### src/esf_map.vh
`ifndef ESF_MAP_VH
`define ESF_MAP_VH
// ======================================
// Register offsets
`define ESF_ADDR_LINK_FLAGS 10'h023
`define ESF_ADDR_PRBS_FLAGS 10'h024
`define ESF_ADDR_CH0_FLAGS 10'h025
`define ESF_ADDR_LINK_SEL 10'h100
`define ESF_ADDR_PRBS_SEL 10'h101
`define ESF_ADDR_CH0_SEL 10'h102
`define ESF_ADDR_CTRL 10'h103
`define ESF_ADDR_BUF_FULL 10'h30C
`define ESF_ADDR_BUF_EMPTY 10'h30D
// ======================================
// Implemented bit masks per register
`define ESF_LINK_MASK 8'h06
`define ESF_PRBS_MASK 8'h05
`define ESF_CH0_MASK 8'hAC
// ======================================
// Field positions
`define ESF_BIT_PLL_LOCK 2
`define ESF_BIT_BUF_ERR 1
`define ESF_BIT_CH1_PRBS 2
`define ESF_BIT_CH0_PRBS 0
`define ESF_BIT_POWER 7
`define ESF_BIT_BLANK 5
`define ESF_BIT_ALIGN_LOCK 3
`define ESF_BIT_ALIGN_ROT 2
`define ESF_BIT_CTRL_LINK_EN 0
// ======================================
// Reset values
`define ESF_FLAGS_RST 8'h00
`define ESF_SEL_RST 8'h00
`define ESF_CTRL_RST 8'h0F
`endif

### src/esf_flag_bank.v
`timescale 1ns/1ps
`default_nettype none
// ======================================
// Eight flags: live or rising-edge latched, write-one-to-clear
module esf_flag_bank #(
   parameter [7:0] IMPL = 8'hFF
) (
   input wire clk_in,
   input wire rst_in,
   input wire ce_in,
   input wire [7:0] src_in,
   input wire [7:0] sel_in,
   input wire clr_in,
   input wire [7:0] clr_data_in,
   output reg [7:0] flags_out,
   output reg [7:0] latched_out
);
   reg [7:0] src_d;
   genvar i;
   generate
      for (i = 0; i < 8; i = i + 1)
      begin : g_bit
         always @(posedge clk_in or posedge rst_in)
         begin
            if (rst_in)
            begin
               src_d[i] <= 1'b0;
               latched_out[i] <= 1'b0;
               flags_out[i] <= 1'b0;
            end
            else if (ce_in)
            begin
               src_d[i] <= src_in[i];
               if (!IMPL[i])
               begin
                  latched_out[i] <= 1'b0;
                  flags_out[i] <= 1'b0;
               end
               else if (!sel_in[i])
               begin
                  // Live view never raises the request
                  latched_out[i] <= 1'b0;
                  flags_out[i] <= src_in[i];
               end
               else if (src_in[i] && !src_d[i])
               begin
                  // Edge wins over a clear in the same cycle
                  latched_out[i] <= 1'b1;
                  flags_out[i] <= 1'b1;
               end
               else if (clr_in && clr_data_in[i])
               begin
                  latched_out[i] <= 1'b0;
                  flags_out[i] <= 1'b0;
               end
            end
         end
      end
   endgenerate
endmodule // esf_flag_bank
`default_nettype wire

### src/esf_lane_error.v
`timescale 1ns/1ps
`default_nettype none
// ======================================
// Sticky lane buffer error, removed only by a link disable then enable
module esf_lane_error (
   input wire clk_in,
   input wire rst_in,
   input wire ce_in,
   input wire link_en_in,
   input wire [7:0] full_in,
   input wire [7:0] empty_in,
   output reg err_out,
   output reg [7:0] full_seen_out,
   output reg [7:0] empty_seen_out
);
   reg was_disabled;
   always @(posedge clk_in or posedge rst_in)
   begin
      if (rst_in)
      begin
         err_out <= 1'b0;
         was_disabled <= 1'b0;
         full_seen_out <= 8'h00;
         empty_seen_out <= 8'h00;
      end
      else if (ce_in)
      begin
         if (!link_en_in)
         begin
            // Condition only drops on re-enable; disabled lanes are not judged
            was_disabled <= 1'b1;
         end
         else if (was_disabled)
         begin
            was_disabled <= 1'b0;
            err_out <= 1'b0;
            full_seen_out <= 8'h00;
            empty_seen_out <= 8'h00;
         end
         else
         begin
            full_seen_out <= full_seen_out | full_in;
            empty_seen_out <= empty_seen_out | empty_in;
            if (|full_in || |empty_in)
            begin
               err_out <= 1'b1;
            end
         end
      end
   end
endmodule // esf_lane_error
`default_nettype wire

### src/esf_event_latch.v
// Chosen here: the strobed register port.
`timescale 1ns/1ps
`default_nettype none
`include "esf_map.vh"
// Summary of operation
// - Select high: rising source edge latches flag and pulls request low
// - Writing one clears a latched flag; zeros leave flags alone
// - Any lane buffer full or empty raises the buffer error at bit 1
// - Buffer error persists until link disabled then re-enabled
// - Per-lane full and empty indications in two separate registers
// - Link PLL lock reported at bit 2, one means locked
// - Pattern fail: channel 1 bit 2, channel 0 bit 0, others zero
// - Channel 0 power over threshold at bit 7
// - Channel 0 blanking complete at bit 5; bits 6 and 4 reserved
// - Channel 0 alignment locked at bit 3
// - Channel 0 alignment rotated at bit 2
// - Each event has its own read-write latch select bit
module esf_event_latch (
   input wire clk_in,
   input wire rst_in,
   input wire ce_in,
   input wire [9:0] addr_in,
   input wire [7:0] wdata_in,
   input wire wr_in,
   input wire rd_in,
   output reg [7:0] rdata_out,
   input wire link_pll_locked_in,
   input wire [7:0] lane_full_in,
   input wire [7:0] lane_empty_in,
   input wire ch0_pattern_fail_in,
   input wire ch1_pattern_fail_in,
   input wire ch0_power_over_in,
   input wire ch0_blanking_complete_in,
   input wire ch0_align_locked_in,
   input wire ch0_align_rotated_in,
   output reg link_en_out,
   output reg irq_n_out,
   output reg irq_out
);
   // ======================================
   // Decode
   function sel_hit;
      input [9:0] a;
      input [9:0] cmp;
      begin
         sel_hit = (a == cmp);
      end
   endfunction

   reg [7:0] link_pll_fifo_sel;
   reg [7:0] prbs_sel;
   reg [7:0] ch0_sel;
   reg [7:0] irq_mask;
   wire [7:0] link_pll_fifo_flags;
   wire [7:0] prbs_error_flags;
   wire [7:0] channel0_event_flags;
   wire [7:0] link_latched;
   wire [7:0] prbs_latched;
   wire [7:0] ch0_latched;
   wire lane_buffer_error_flag;
   wire [7:0] full_seen;
   wire [7:0] empty_seen;
   wire [7:0] link_src;
   wire [7:0] prbs_src;
   wire [7:0] ch0_src;
   reg [7:0] next_rdata;
   wire any_latched;
   localparam [7:0] CTRL_RST = `ESF_CTRL_RST;

   // ======================================
   // Event sources into their bit positions
   assign link_src = {5'h00, link_pll_locked_in, lane_buffer_error_flag, 1'b0};
   assign prbs_src = {5'h00, ch1_pattern_fail_in, 1'b0, ch0_pattern_fail_in};
   assign ch0_src = {ch0_power_over_in, 1'b0, ch0_blanking_complete_in, 1'b0,
      ch0_align_locked_in, ch0_align_rotated_in, 2'h0};

   esf_lane_error u_lane (
      .clk_in(clk_in),
      .rst_in(rst_in),
      .ce_in(ce_in),
      .link_en_in(link_en_out),
      .full_in(lane_full_in),
      .empty_in(lane_empty_in),
      .err_out(lane_buffer_error_flag),
      .full_seen_out(full_seen),
      .empty_seen_out(empty_seen)
   );

   esf_flag_bank #(.IMPL(`ESF_LINK_MASK)) u_link (
      .clk_in(clk_in),
      .rst_in(rst_in),
      .ce_in(ce_in),
      .src_in(link_src),
      .sel_in(link_pll_fifo_sel),
      .clr_in(wr_in && sel_hit(addr_in, `ESF_ADDR_LINK_FLAGS)),
      .clr_data_in(wdata_in),
      .flags_out(link_pll_fifo_flags),
      .latched_out(link_latched)
   );

   esf_flag_bank #(.IMPL(`ESF_PRBS_MASK)) u_prbs (
      .clk_in(clk_in),
      .rst_in(rst_in),
      .ce_in(ce_in),
      .src_in(prbs_src),
      .sel_in(prbs_sel),
      .clr_in(wr_in && sel_hit(addr_in, `ESF_ADDR_PRBS_FLAGS)),
      .clr_data_in(wdata_in),
      .flags_out(prbs_error_flags),
      .latched_out(prbs_latched)
   );

   esf_flag_bank #(.IMPL(`ESF_CH0_MASK)) u_ch0 (
      .clk_in(clk_in),
      .rst_in(rst_in),
      .ce_in(ce_in),
      .src_in(ch0_src),
      .sel_in(ch0_sel),
      .clr_in(wr_in && sel_hit(addr_in, `ESF_ADDR_CH0_FLAGS)),
      .clr_data_in(wdata_in),
      .flags_out(channel0_event_flags),
      .latched_out(ch0_latched)
   );

   // ======================================
   // Register writes
   always @(posedge clk_in or posedge rst_in)
   begin
      if (rst_in)
      begin
         link_pll_fifo_sel <= `ESF_SEL_RST;
         prbs_sel <= `ESF_SEL_RST;
         ch0_sel <= `ESF_SEL_RST;
         irq_mask <= {CTRL_RST[7:1], 1'b1};
         link_en_out <= CTRL_RST[`ESF_BIT_CTRL_LINK_EN];
      end
      else if (ce_in && wr_in)
      begin
         if (sel_hit(addr_in, `ESF_ADDR_LINK_SEL))
         begin
            link_pll_fifo_sel <= wdata_in & `ESF_LINK_MASK;
         end
         if (sel_hit(addr_in, `ESF_ADDR_PRBS_SEL))
         begin
            prbs_sel <= wdata_in & `ESF_PRBS_MASK;
         end
         if (sel_hit(addr_in, `ESF_ADDR_CH0_SEL))
         begin
            ch0_sel <= wdata_in & `ESF_CH0_MASK;
         end
         if (sel_hit(addr_in, `ESF_ADDR_CTRL))
         begin
            link_en_out <= wdata_in[`ESF_BIT_CTRL_LINK_EN];
            // Only three bank enables exist; the upper bits stay zero
            irq_mask <= {4'h0, wdata_in[3:1], 1'b1};
         end
      end
   end

   // ======================================
   // Read mux; unmapped addresses read zero
   always @*
   begin
      next_rdata = 8'h00;
      case (addr_in)
         `ESF_ADDR_LINK_FLAGS: next_rdata = link_pll_fifo_flags;
         `ESF_ADDR_PRBS_FLAGS: next_rdata = prbs_error_flags;
         `ESF_ADDR_CH0_FLAGS: next_rdata = channel0_event_flags;
         `ESF_ADDR_LINK_SEL: next_rdata = link_pll_fifo_sel;
         `ESF_ADDR_PRBS_SEL: next_rdata = prbs_sel;
         `ESF_ADDR_CH0_SEL: next_rdata = ch0_sel;
         `ESF_ADDR_CTRL: next_rdata = {irq_mask[7:1], link_en_out};
         `ESF_ADDR_BUF_FULL: next_rdata = full_seen;
         `ESF_ADDR_BUF_EMPTY: next_rdata = empty_seen;
         default: next_rdata = 8'h00;
      endcase
   end

   // Mask bit 0 is fixed on; upper ctrl bits gate the three banks
   assign any_latched = (irq_mask[1] && |link_latched) ||
      (irq_mask[2] && |prbs_latched) || (irq_mask[3] && |ch0_latched);

   always @(posedge clk_in or posedge rst_in)
   begin
      if (rst_in)
      begin
         rdata_out <= 8'h00;
         irq_n_out <= 1'b1;
         irq_out <= 1'b0;
      end
      else if (ce_in)
      begin
         rdata_out <= rd_in ? next_rdata : 8'h00;
         irq_n_out <= !any_latched;
         irq_out <= any_latched;
      end
   end
endmodule // esf_event_latch
`default_nettype wire

### config.mk
export PLATFORM = sky130hd
export DESIGN_NAME = esf_event_latch
export DESIGN_NICKNAME = d
export VERILOG_FILES = /design/src/esf_flag_bank.v /design/src/esf_lane_error.v /design/src/esf_event_latch.v
export VERILOG_INCLUDE_DIRS = /design/src
export SDC_FILE = /design/constraint.sdc
export NUM_CORES = 1
export LEC_CHECK = 0
export BUFFER_PORTS_ARGS = -buffer_cell sky130_fd_sc_hd__buf_2
export CORE_MARGIN = 2
export CORE_UTILIZATION = 29
export CTS_CLUSTER_DIAMETER = 120
export DETAILED_ROUTE_END_ITERATION = 10
export HOLD_SLACK_MARGIN = 0.02
export PLACE_DENSITY = 0.51
export SYNTH_ARGS = -nofsm -noshare
export SYNTH_HDL_FRONTEND = slang
export SYNTH_SLANG_ARGS = --single-unit
### constraint.sdc
create_clock -name clk_in -period 1.9 [get_ports clk_in]
set_clock_uncertainty 0.05 [all_clocks]
set_input_delay 0.095 -clock clk_in [delete_from_list [all_inputs] [get_ports clk_in]]
set_output_delay 0.095 -clock clk_in [all_outputs]
set_load 0.01 [all_outputs]
==> summary.md, run 1 <==
| Metric | Value |
|---|---|
| Run status | completed |
| F_max | 0.6445 GHz |
| HPWL after DPL | 5662 um |
| I/O Pins | 57 |
| Pwr dens | 697.5 mW/mm^2 |
| Remaining Overflow, GRT | 0 |
| Hold EP | rdata_out[6]$_DFFE_PP0P_ |
| Finish-stage setup viols | 0 |
| Final Util | 38.74% |
| Dpl ws | 0.2071 ns |
| Max layer used | met4 |
| Die ar. | 0.01155 sq mm |
| P_int | 2113 uW |
| Clock power share | 36.8% |
| Hold_sp | rd_in |
| XOR/XNOR Fraction of Synth Area | 0% |
| Share of post-route cells with drive strength above 1 | 26.85% |
| Final hold violation count | 0 |
| Multi-input gate area | 0.001339 sq mm |
| Wl on met1 | 3747 um |
| Mean post-synth cell area | 10.49 sq um |
| Placer Congestion | 0.7288 |
| Worst R2R Path Depth | 4 |
| Seq pwr share | 52.2% |
| ANT nets after route | 0 |
| Mapped Area | 0.003104 sq mm |
| H-tree depth | 3 |
| Hold Path Depth | 3 |
| Syn nets | 342 |
| Met3 wire len | 297 um |
| Crit path time final | 1.552 ns |
| Req. time, crit path | 2.07 ns |
| Leak pwr | 0.001881 uW |
| Largest delay share family, worst path | multiplexers |
| Initial DRC count | 138 |
| Initial antenna violation count | 0 |
| Core Area | 0.01037 sq mm |
| Core Rows | 37 |
| Total GRT Usage | 14.54% |
| Synth-to-layout area growth | 29.42% |
| Antenna diodes | 0 |
| DR vias/cell | 4.791 |
| Largest fanout on the critical path | 5 |
| Pre-Repair DR Iteration Count | 4 |
| Fraction of the mapped netlist area in simple logic gates | 17.17% |
| Least-Margin Pin Slew | 0.6298 ns |
| Combinational share of power | 11.0% |
| Sequential share of the synthesized area | 51.79% |
| Clock Latency Late Sink | 0.34 ns |
| Library cells used by synthesis | 47 |
| DRC | 0 |
| Largest net degree at the start of global routing | 65 |
| Nets | 432 |
| CP max-delay cell | mux4_2 |
| Vias in the first global route | 2591 |
| Peak VDD IR | 223.2 uV |
| Wire per inst | 14.73 um |
| Synth Area in Compound Gates | 18.98% |
| Slew headroom | 58.01% |
| Final WL | 7761 um |
| CP Launch Type | flop |
| Net load switching power | 689.4 uW |
| Port Buffer Count | 54 |
| Clk sinks | 64 |
| Syn Inst Count | 296 |
| Die X | 107.5 um |
| Die H | 107.5 um |
| Fillcell total | 1074 |
| Global-route wire length before repair | 13030 um |
| Worst Setup SP | link_pll_fifo_sel[2]$_DFFE_PP0P_ |
| Buffers & Inverters on Critical Path | 0 |
| Routed via count | 2525 |
| Adder-Cell Fraction of Synth Area | 0% |
| Clock tree buffer depth | 2 |
| Met2 wire len | 3599 um |
| Seq cells post-synth | 64 |
| RSZ-0062 raised after global routing | false |
| CTS tree | built |
| Non-Filler Instances | 527 |
| Reg clk slew, reported paths | 0.07 ns |
| Design Power | 2802 uW |
| CP Capture Type | flop |
| Hold crit path type | primary input to flop |
| Critical path class | flop to flop |
| Reg area | 0.001608 sq mm |
| Main combinational cell family by area after synthesis | compound AO/OA/AOI/OAI gates |
| Biggest cell delay along the critical path | 0.49 ns |
| Max-slew violation count | 0 |
| Max Cap Violations | 0 |
| Yosys warns | 0 |
| Worst r2r src | link_pll_fifo_sel[2]$_DFFE_PP0P_ |
| Cell Chain, Critical Path | mux4_2 > a32o_1 > a21oi_1 > o22ai_1 |
| Net Sw Frac | 24.60% |
| Initial core utilization | 29.93% |
| Worst reg2reg setup slack | 0.35 ns |
| Critical path data arrival time | 1.72 ns |
| Root Driver | clkbuf_8 |
| Placed Cells | 481 |
| Period utilization | 81.67% |
| Mux contribution to synthesized area | 6.973% |
| TritonCTS buffer count | 9 |
| Setup TNS | 0 ns |
| Setup slack after layout | 0.3483 ns |
| Reg2reg end | rdata_out[2]$_DFFE_PP0P_ |
worst max path at each step:
stage	endpoint	slack (ns)	cells after the start
after floorplan	ch0_sel[2]$_DFFE_PP0P_	0.17	1
after global placement	u_prbs.latched_out[0]$_DFFE_PP0P_	0.20	7
after detailed placement	u_prbs.latched_out[0]$_DFFE_PP0P_	0.21	7
after CTS	u_lane.full_seen_out[1]$_DFFE_PP0P_	0.34	3
after global routing	u_lane.full_seen_out[6]$_DFFE_PP0P_	0.22	3
final	rdata_out[2]$_DFFE_PP0P_	0.35	4
power groups by stage:
| stage | sequential (uW) | clock [uW] | combinational (uW) |
|---|---|---|---|
| global placement | 1490 | 0 | 262 |
| detailed placement | 1490 | 0 | 266 |
| floorplan | 1470 | 0 | 149 |
| CTS | 1460 | 1070 | 313 |
| global route | 1470 | 1120 | 347 |
| finish | 1460 | 1030 | 308 |
through the flow:
stage	hold WS, ns	instance area (sq um)
final	0.07926	4018
after global routing	0.07421	4018
after CTS	0.07062	4018
after detailed placement	0.1447	3546
after global placement	0.1482	3546
after floorplan	0.1618	3104
cell usage in the layout, fill, tap and decap left out, drive strengths merged, types with 2 or more instances in the layout:
| cell type | count |
|---|---|
| buf | 61 |
| dfrtp | 59 |
| dlygate4sd3 | 30 |
| a21oi | 28 |
| nand2 | 27 |
| inv | 25 |
| o21ai | 24 |
| nor2 | 23 |
| clkbuf | 15 |
| a21o | 13 |
| mux2 | 11 |
| mux2i | 7 |
| o22ai | 7 |
| nor4 | 6 |
| nor3b | 5 |
| dfstp | 5 |
| o32ai | 5 |
| nor3 | 5 |
| and3 | 4 |
| nor4b | 4 |
| a22o | 4 |
| nand3 | 3 |
| and2 | 2 |
| a22oi | 2 |
| a222oi | 2 |
| nand4 | 2 |
| and4b | 2 |
area by class of cell:
type | instances | share of cell area, %
Clock buffer | 15 | 4.142
Inverter | 25 | 2.336
Timing Repair Buffer | 91 | 15.82
Clock inverter | 1 | 0.1246
Multi-Input combinational cell | 195 | 33.32
Sequential cell | 64 | 40.02
Tap cell | 136 | 4.235
synth_stat cells, drive strengths merged:
cell type  instances  area [sq um]
a222oi             2         20.02
o41ai              1         8.760
nand4              2         12.51
clkbuf             5         18.77
dfrtp             59          1476
a21o              13         97.59
buf                7         45.03
nor3               5         41.29
a32oi              1         8.760
dfstp              5         131.4
a32o               1         10.01
nand3              3         27.53
a22o               4         35.03
nand2             27         103.9
nor4               6         52.55
o21a               1         7.510
a41oi              1         8.760
a21oi             28         140.1
o32ai              5         58.81
o22a               1         8.760
o21ai             24         120.1
nand2b             1         6.260
nor3b              5         37.54
nand3b             1         7.510
mux2              11         123.9
and2               2         12.51
nor4b              4         95.09
nor2              23         86.33
o22ai              7         50.05
and4b              2         25.02
mux2i              7         70.07
inv               25         93.84
a22oi              2         15.01
and3               4         25.02
mux4               1         22.52
per-layer routing:
layer  up-vias  GRT usage (%)
li1       1240              -
met1      1221          19.50
met2        55          23.51
met3         9          2.906
met4         0          4.945
met5         -              0
worst register-to-register path, stage by stage, from the launching register on:
cell and delay, ns:
dfrtp_1 0.43, mux4_2 0.49, a32o_1 0.23, a21oi_1 0.16, o22ai_1 0.08
flip-flops by register name, indices dropped and copies added (netlist names):
signal                 count
u_prbs.flags_out           2
u_link.flags_out           2
link_en_out                1
u_lane.empty_seen_out      8
u_lane.was_disabled        1
link_pll_fifo_sel          2
irq_n_out                  1
u_link.latched_out         2
u_prbs.latched_out         2
u_prbs.src_d               2
u_ch0.latched_out          4
u_lane.full_seen_out       8
rdata_out                  8
u_ch0.flags_out            4
irq_mask                   3
prbs_sel                   2
ch0_sel                    4
irq_out                    1
u_lane.err_out             1
u_link.src_d               2
u_ch0.src_d                4
logic make-up after synthesis:
family,after synthesis
compound gates,91
simple gates,85
flops,64
buf+inv,37
mux,19
repair_timing:
item,4_1_cts,5_1_grt
setup buffers,0,0
hold endpoints to repair,94,0
endpoints found under the setup margin,0,0
hold buffers,30,0
resized for setup,0,0
(Power assumes the default switching activity.)
==> run 2: changes to the inputs <==
Settings changed: ABC_AREA set to 1, PLACE_DENSITY 0.51 to 0.52.
Clock period 1.9 ns to 1.4 ns, I/O delays scaled along.
==> summary.md, run 2 <==
| Metric | Value |
|---|---|
| Run status | completed |
| Final hold violation count | 0 |
| Post-synth top flop | dfrtp_1 |
| Fillcell total | 1215 |
| Final WL | 9139 um |
| Post-synth EDFFs | 0 |
| Core Rows | 39 |
| Total GRT Usage | 15.42% |
| Leak pwr | 0.002259 uW |
| Pwr dens | 1129 mW/mm^2 |
| Most common cell after layout, fill and taps aside | nand2_1 |
| Initial DRC count | 156 |
| Placed Cells | 644 |
| Final Cell Area | 0.004506 sq mm |
| Yosys warns | 0 |
| Critical path data arrival time | 1.52 ns |
| Remaining Overflow, GRT | 0 |
| Seq cells post-synth | 64 |
| Clock Latency Late Sink | 0.33 ns |
| Global-route wire length before repair | 15250 um |
| Reg2reg end | u_lane.empty_seen_out[3]$_DFFE_PP0P_ |
| Reg clk slew, reported paths | 0.05 ns |
| Worst reg2reg setup slack | 0.07 ns |
| CP Launch Type | flop |
| Antenna diodes | 0 |
| Clock tree buffer depth | 2 |
| Synth top area share | 44.21% |
| Commonest cells in the netlist | nand2_1, inv_1, dfrtp_1 |
| F_max | 0.7542 GHz |
| Syn nets | 487 |
| Req. time, crit path | 1.59 ns |
| Root Driver | clkbuf_16 |
| Mapped Area | 0.003339 sq mm |
| ANT nets after route | 0 |
| Die X | 111.3 um |
| Port Buffer Count | 54 |
| Least-Margin Pin Slew | 0.3463 ns |
| Max-slew violation count | 0 |
| Synth-to-layout area growth | 34.92% |
| Placer Congestion | 0.8744 |
| Synth area leaders | dfrtp_1, nand2_1, inv_1 |
| Largest fanout on the critical path | 18 |
| Synth async-reset ratio | 100.0% |
| Initial core utilization | 29.50% |
| Syn Inst Count | 441 |
| Routed via count | 3165 |
| Hold WS | 0.1108 ns |
| Share of post-route cells with drive strength above 1 | 20.48% |
| Post-DP Area | 0.003865 sq mm |
| Die ar. | 0.01239 sq mm |
| HPWL after DPL | 6765 um |
| Design Power | 5087 uW |
| Vias in the first global route | 3095 |
| H-tree depth | 3 |
| Library cells used by synthesis | 30 |
| Worst r2r src | link_en_out$_DFFE_PP1P_ |
| Top Registers | rdata_out x8, u_lane.empty_seen_out x8, u_lane.full_seen_out x8 |
| Initial antenna violation count | 0 |
| Peak VDD IR | 452.0 uV |
| Critical Path Sink | u_lane.empty_seen_out[3]$_DFFE_PP0P_ |
| Worst R2R Path Depth | 4 |
| DRC | 0 |
| Setup TNS | 0 ns |
| Top-count cell post-synth | nand2_1 |
| Die H | 111.3 um |
| TritonCTS buffer count | 9 |
| Core Area | 0.01132 sq mm |
| Post-CTS setup buffer count | 0 |
| Sequential share of the synthesized area | 48.15% |
| Hold crit path type | primary input to flop |
| Pre-Repair DR Iteration Count | 4 |
| I/O Pins | 57 |
| Non-Filler Instances | 690 |
| Worst Setup SP | link_en_out$_DFFE_PP1P_ |
| Area leader, netlist | dfrtp_1 |
| CTS tree | built |
| Most frequent cells in the layout | nand2_1, inv_1, dfrtp_1 |
| Nets | 588 |
| Clk sinks | 64 |
| Mean post-synth cell area | 7.572 sq um |
| Max Cap Violations | 0 |
| Critical path class | flop to flop |
| Period utilization | 94.71% |
| Wire per inst | 13.24 um |
| Slew headroom | 76.74% |
| DR vias/cell | 4.587 |
| Crit path time final | 1.326 ns |
| Finish-stage setup viols | 0 |
| Largest net degree at the start of global routing | 65 |
| CP Capture Type | flop |
| RSZ-0062 raised after global routing | false |
-- run 2: cells by family (layout without fill, tap and decap cells) --
| kind of cell | after synthesis | in the layout | synth area share [%] |
|---|---|---|---|
| buffers and inverters | 73 | 179 | 8.767 |
| and+or+nand+nor | 228 | 228 | 31.32 |
| DFF | 64 | 64 | 48.15 |
| AOI/OAI and AO/OA | 76 | 76 | 11.76 |
-- run 2: how the worst min path moves through the flow --
stage / slack, ns / end / from / cells after the start
after floorplan: 0.14 / u_ch0.src_d[2]$_DFFE_PP0P_ / ch0_align_rotated_in / 2
after global placement: 0.14 / u_lane.full_seen_out[1]$_DFFE_PP0P_ / rst_in / 3
after detailed placement: 0.14 / u_lane.full_seen_out[1]$_DFFE_PP0P_ / rst_in / 3
after CTS: 0.11 / irq_mask[2]$_DFFE_PP1P_ / wdata_in[2] / 3
after global routing: 0.16 / u_ch0.latched_out[2]$_DFFE_PP0P_ / wdata_in[2] / 5
final: 0.11 / irq_mask[2]$_DFFE_PP1P_ / wdata_in[2] / 3
-- run 2: power by group --
part	leakage, uW	switching, uW	internal, uW	total, uW
sequential	0.000746	61.2	1970	2030
clock	0.000162	818	1730	2550
combinational	0.00135	293	214	507
total	0.00226	1170	3910	5090
-- run 2: stage by stage --
| step | worst slack, ns | util, % |
|---|---|---|
| after floorplan | 0.02709 | - |
| after global placement | 0.02474 | 34.14 |
| after detailed placement | -0.008416 | 34.14 |
| after CTS | 0.02507 | 39.77 |
| after global routing | 0.007481 | 39.80 |
| final | 0.07404 | 39.80 |
-- run 2: timing repair --
action,4_1_cts,5_1_grt
hold buffers,30,0
setup endpoints to repair,0,11
gates resized for setup,0,2
hold endpoints to repair,107,0
-- run 2: layer usage --
| metal | up-vias | track usage (%) | wire (um) |
|---|---|---|---|
| li1 | 1630 | - | - |
| met2 | 58 | 24.80 | 4274 |
| met3 | 16 | 2.460 | 260 |
| met1 | 1461 | 20.95 | 4397 |
| met4 | 0 | 6.008 | 207 |
| met5 | - | 0 | 0 |
-- run 2: layout make-up --
class | count | area (sq um) | area share (%)
Clock buffer | 10 | 229.0 | 5.082
Multi-Input combinational cell | 304 | 1439 | 31.94
Inverter | 64 | 247.7 | 5.498
Sequential cell | 64 | 1608 | 35.68
Tap cell | 143 | 178.9 | 3.971
Timing Repair Buffer | 99 | 695.7 | 15.44
Clock inverter | 6 | 107.6 | 2.388
-- run 2: critical path, cell delays in order, from the launching register on --
cell,delay [ns]
dfstp_2,0.53
nand2_1,0.14
clkinvlp_4,0.26
nand2_1,0.12
a21oi_1,0.14
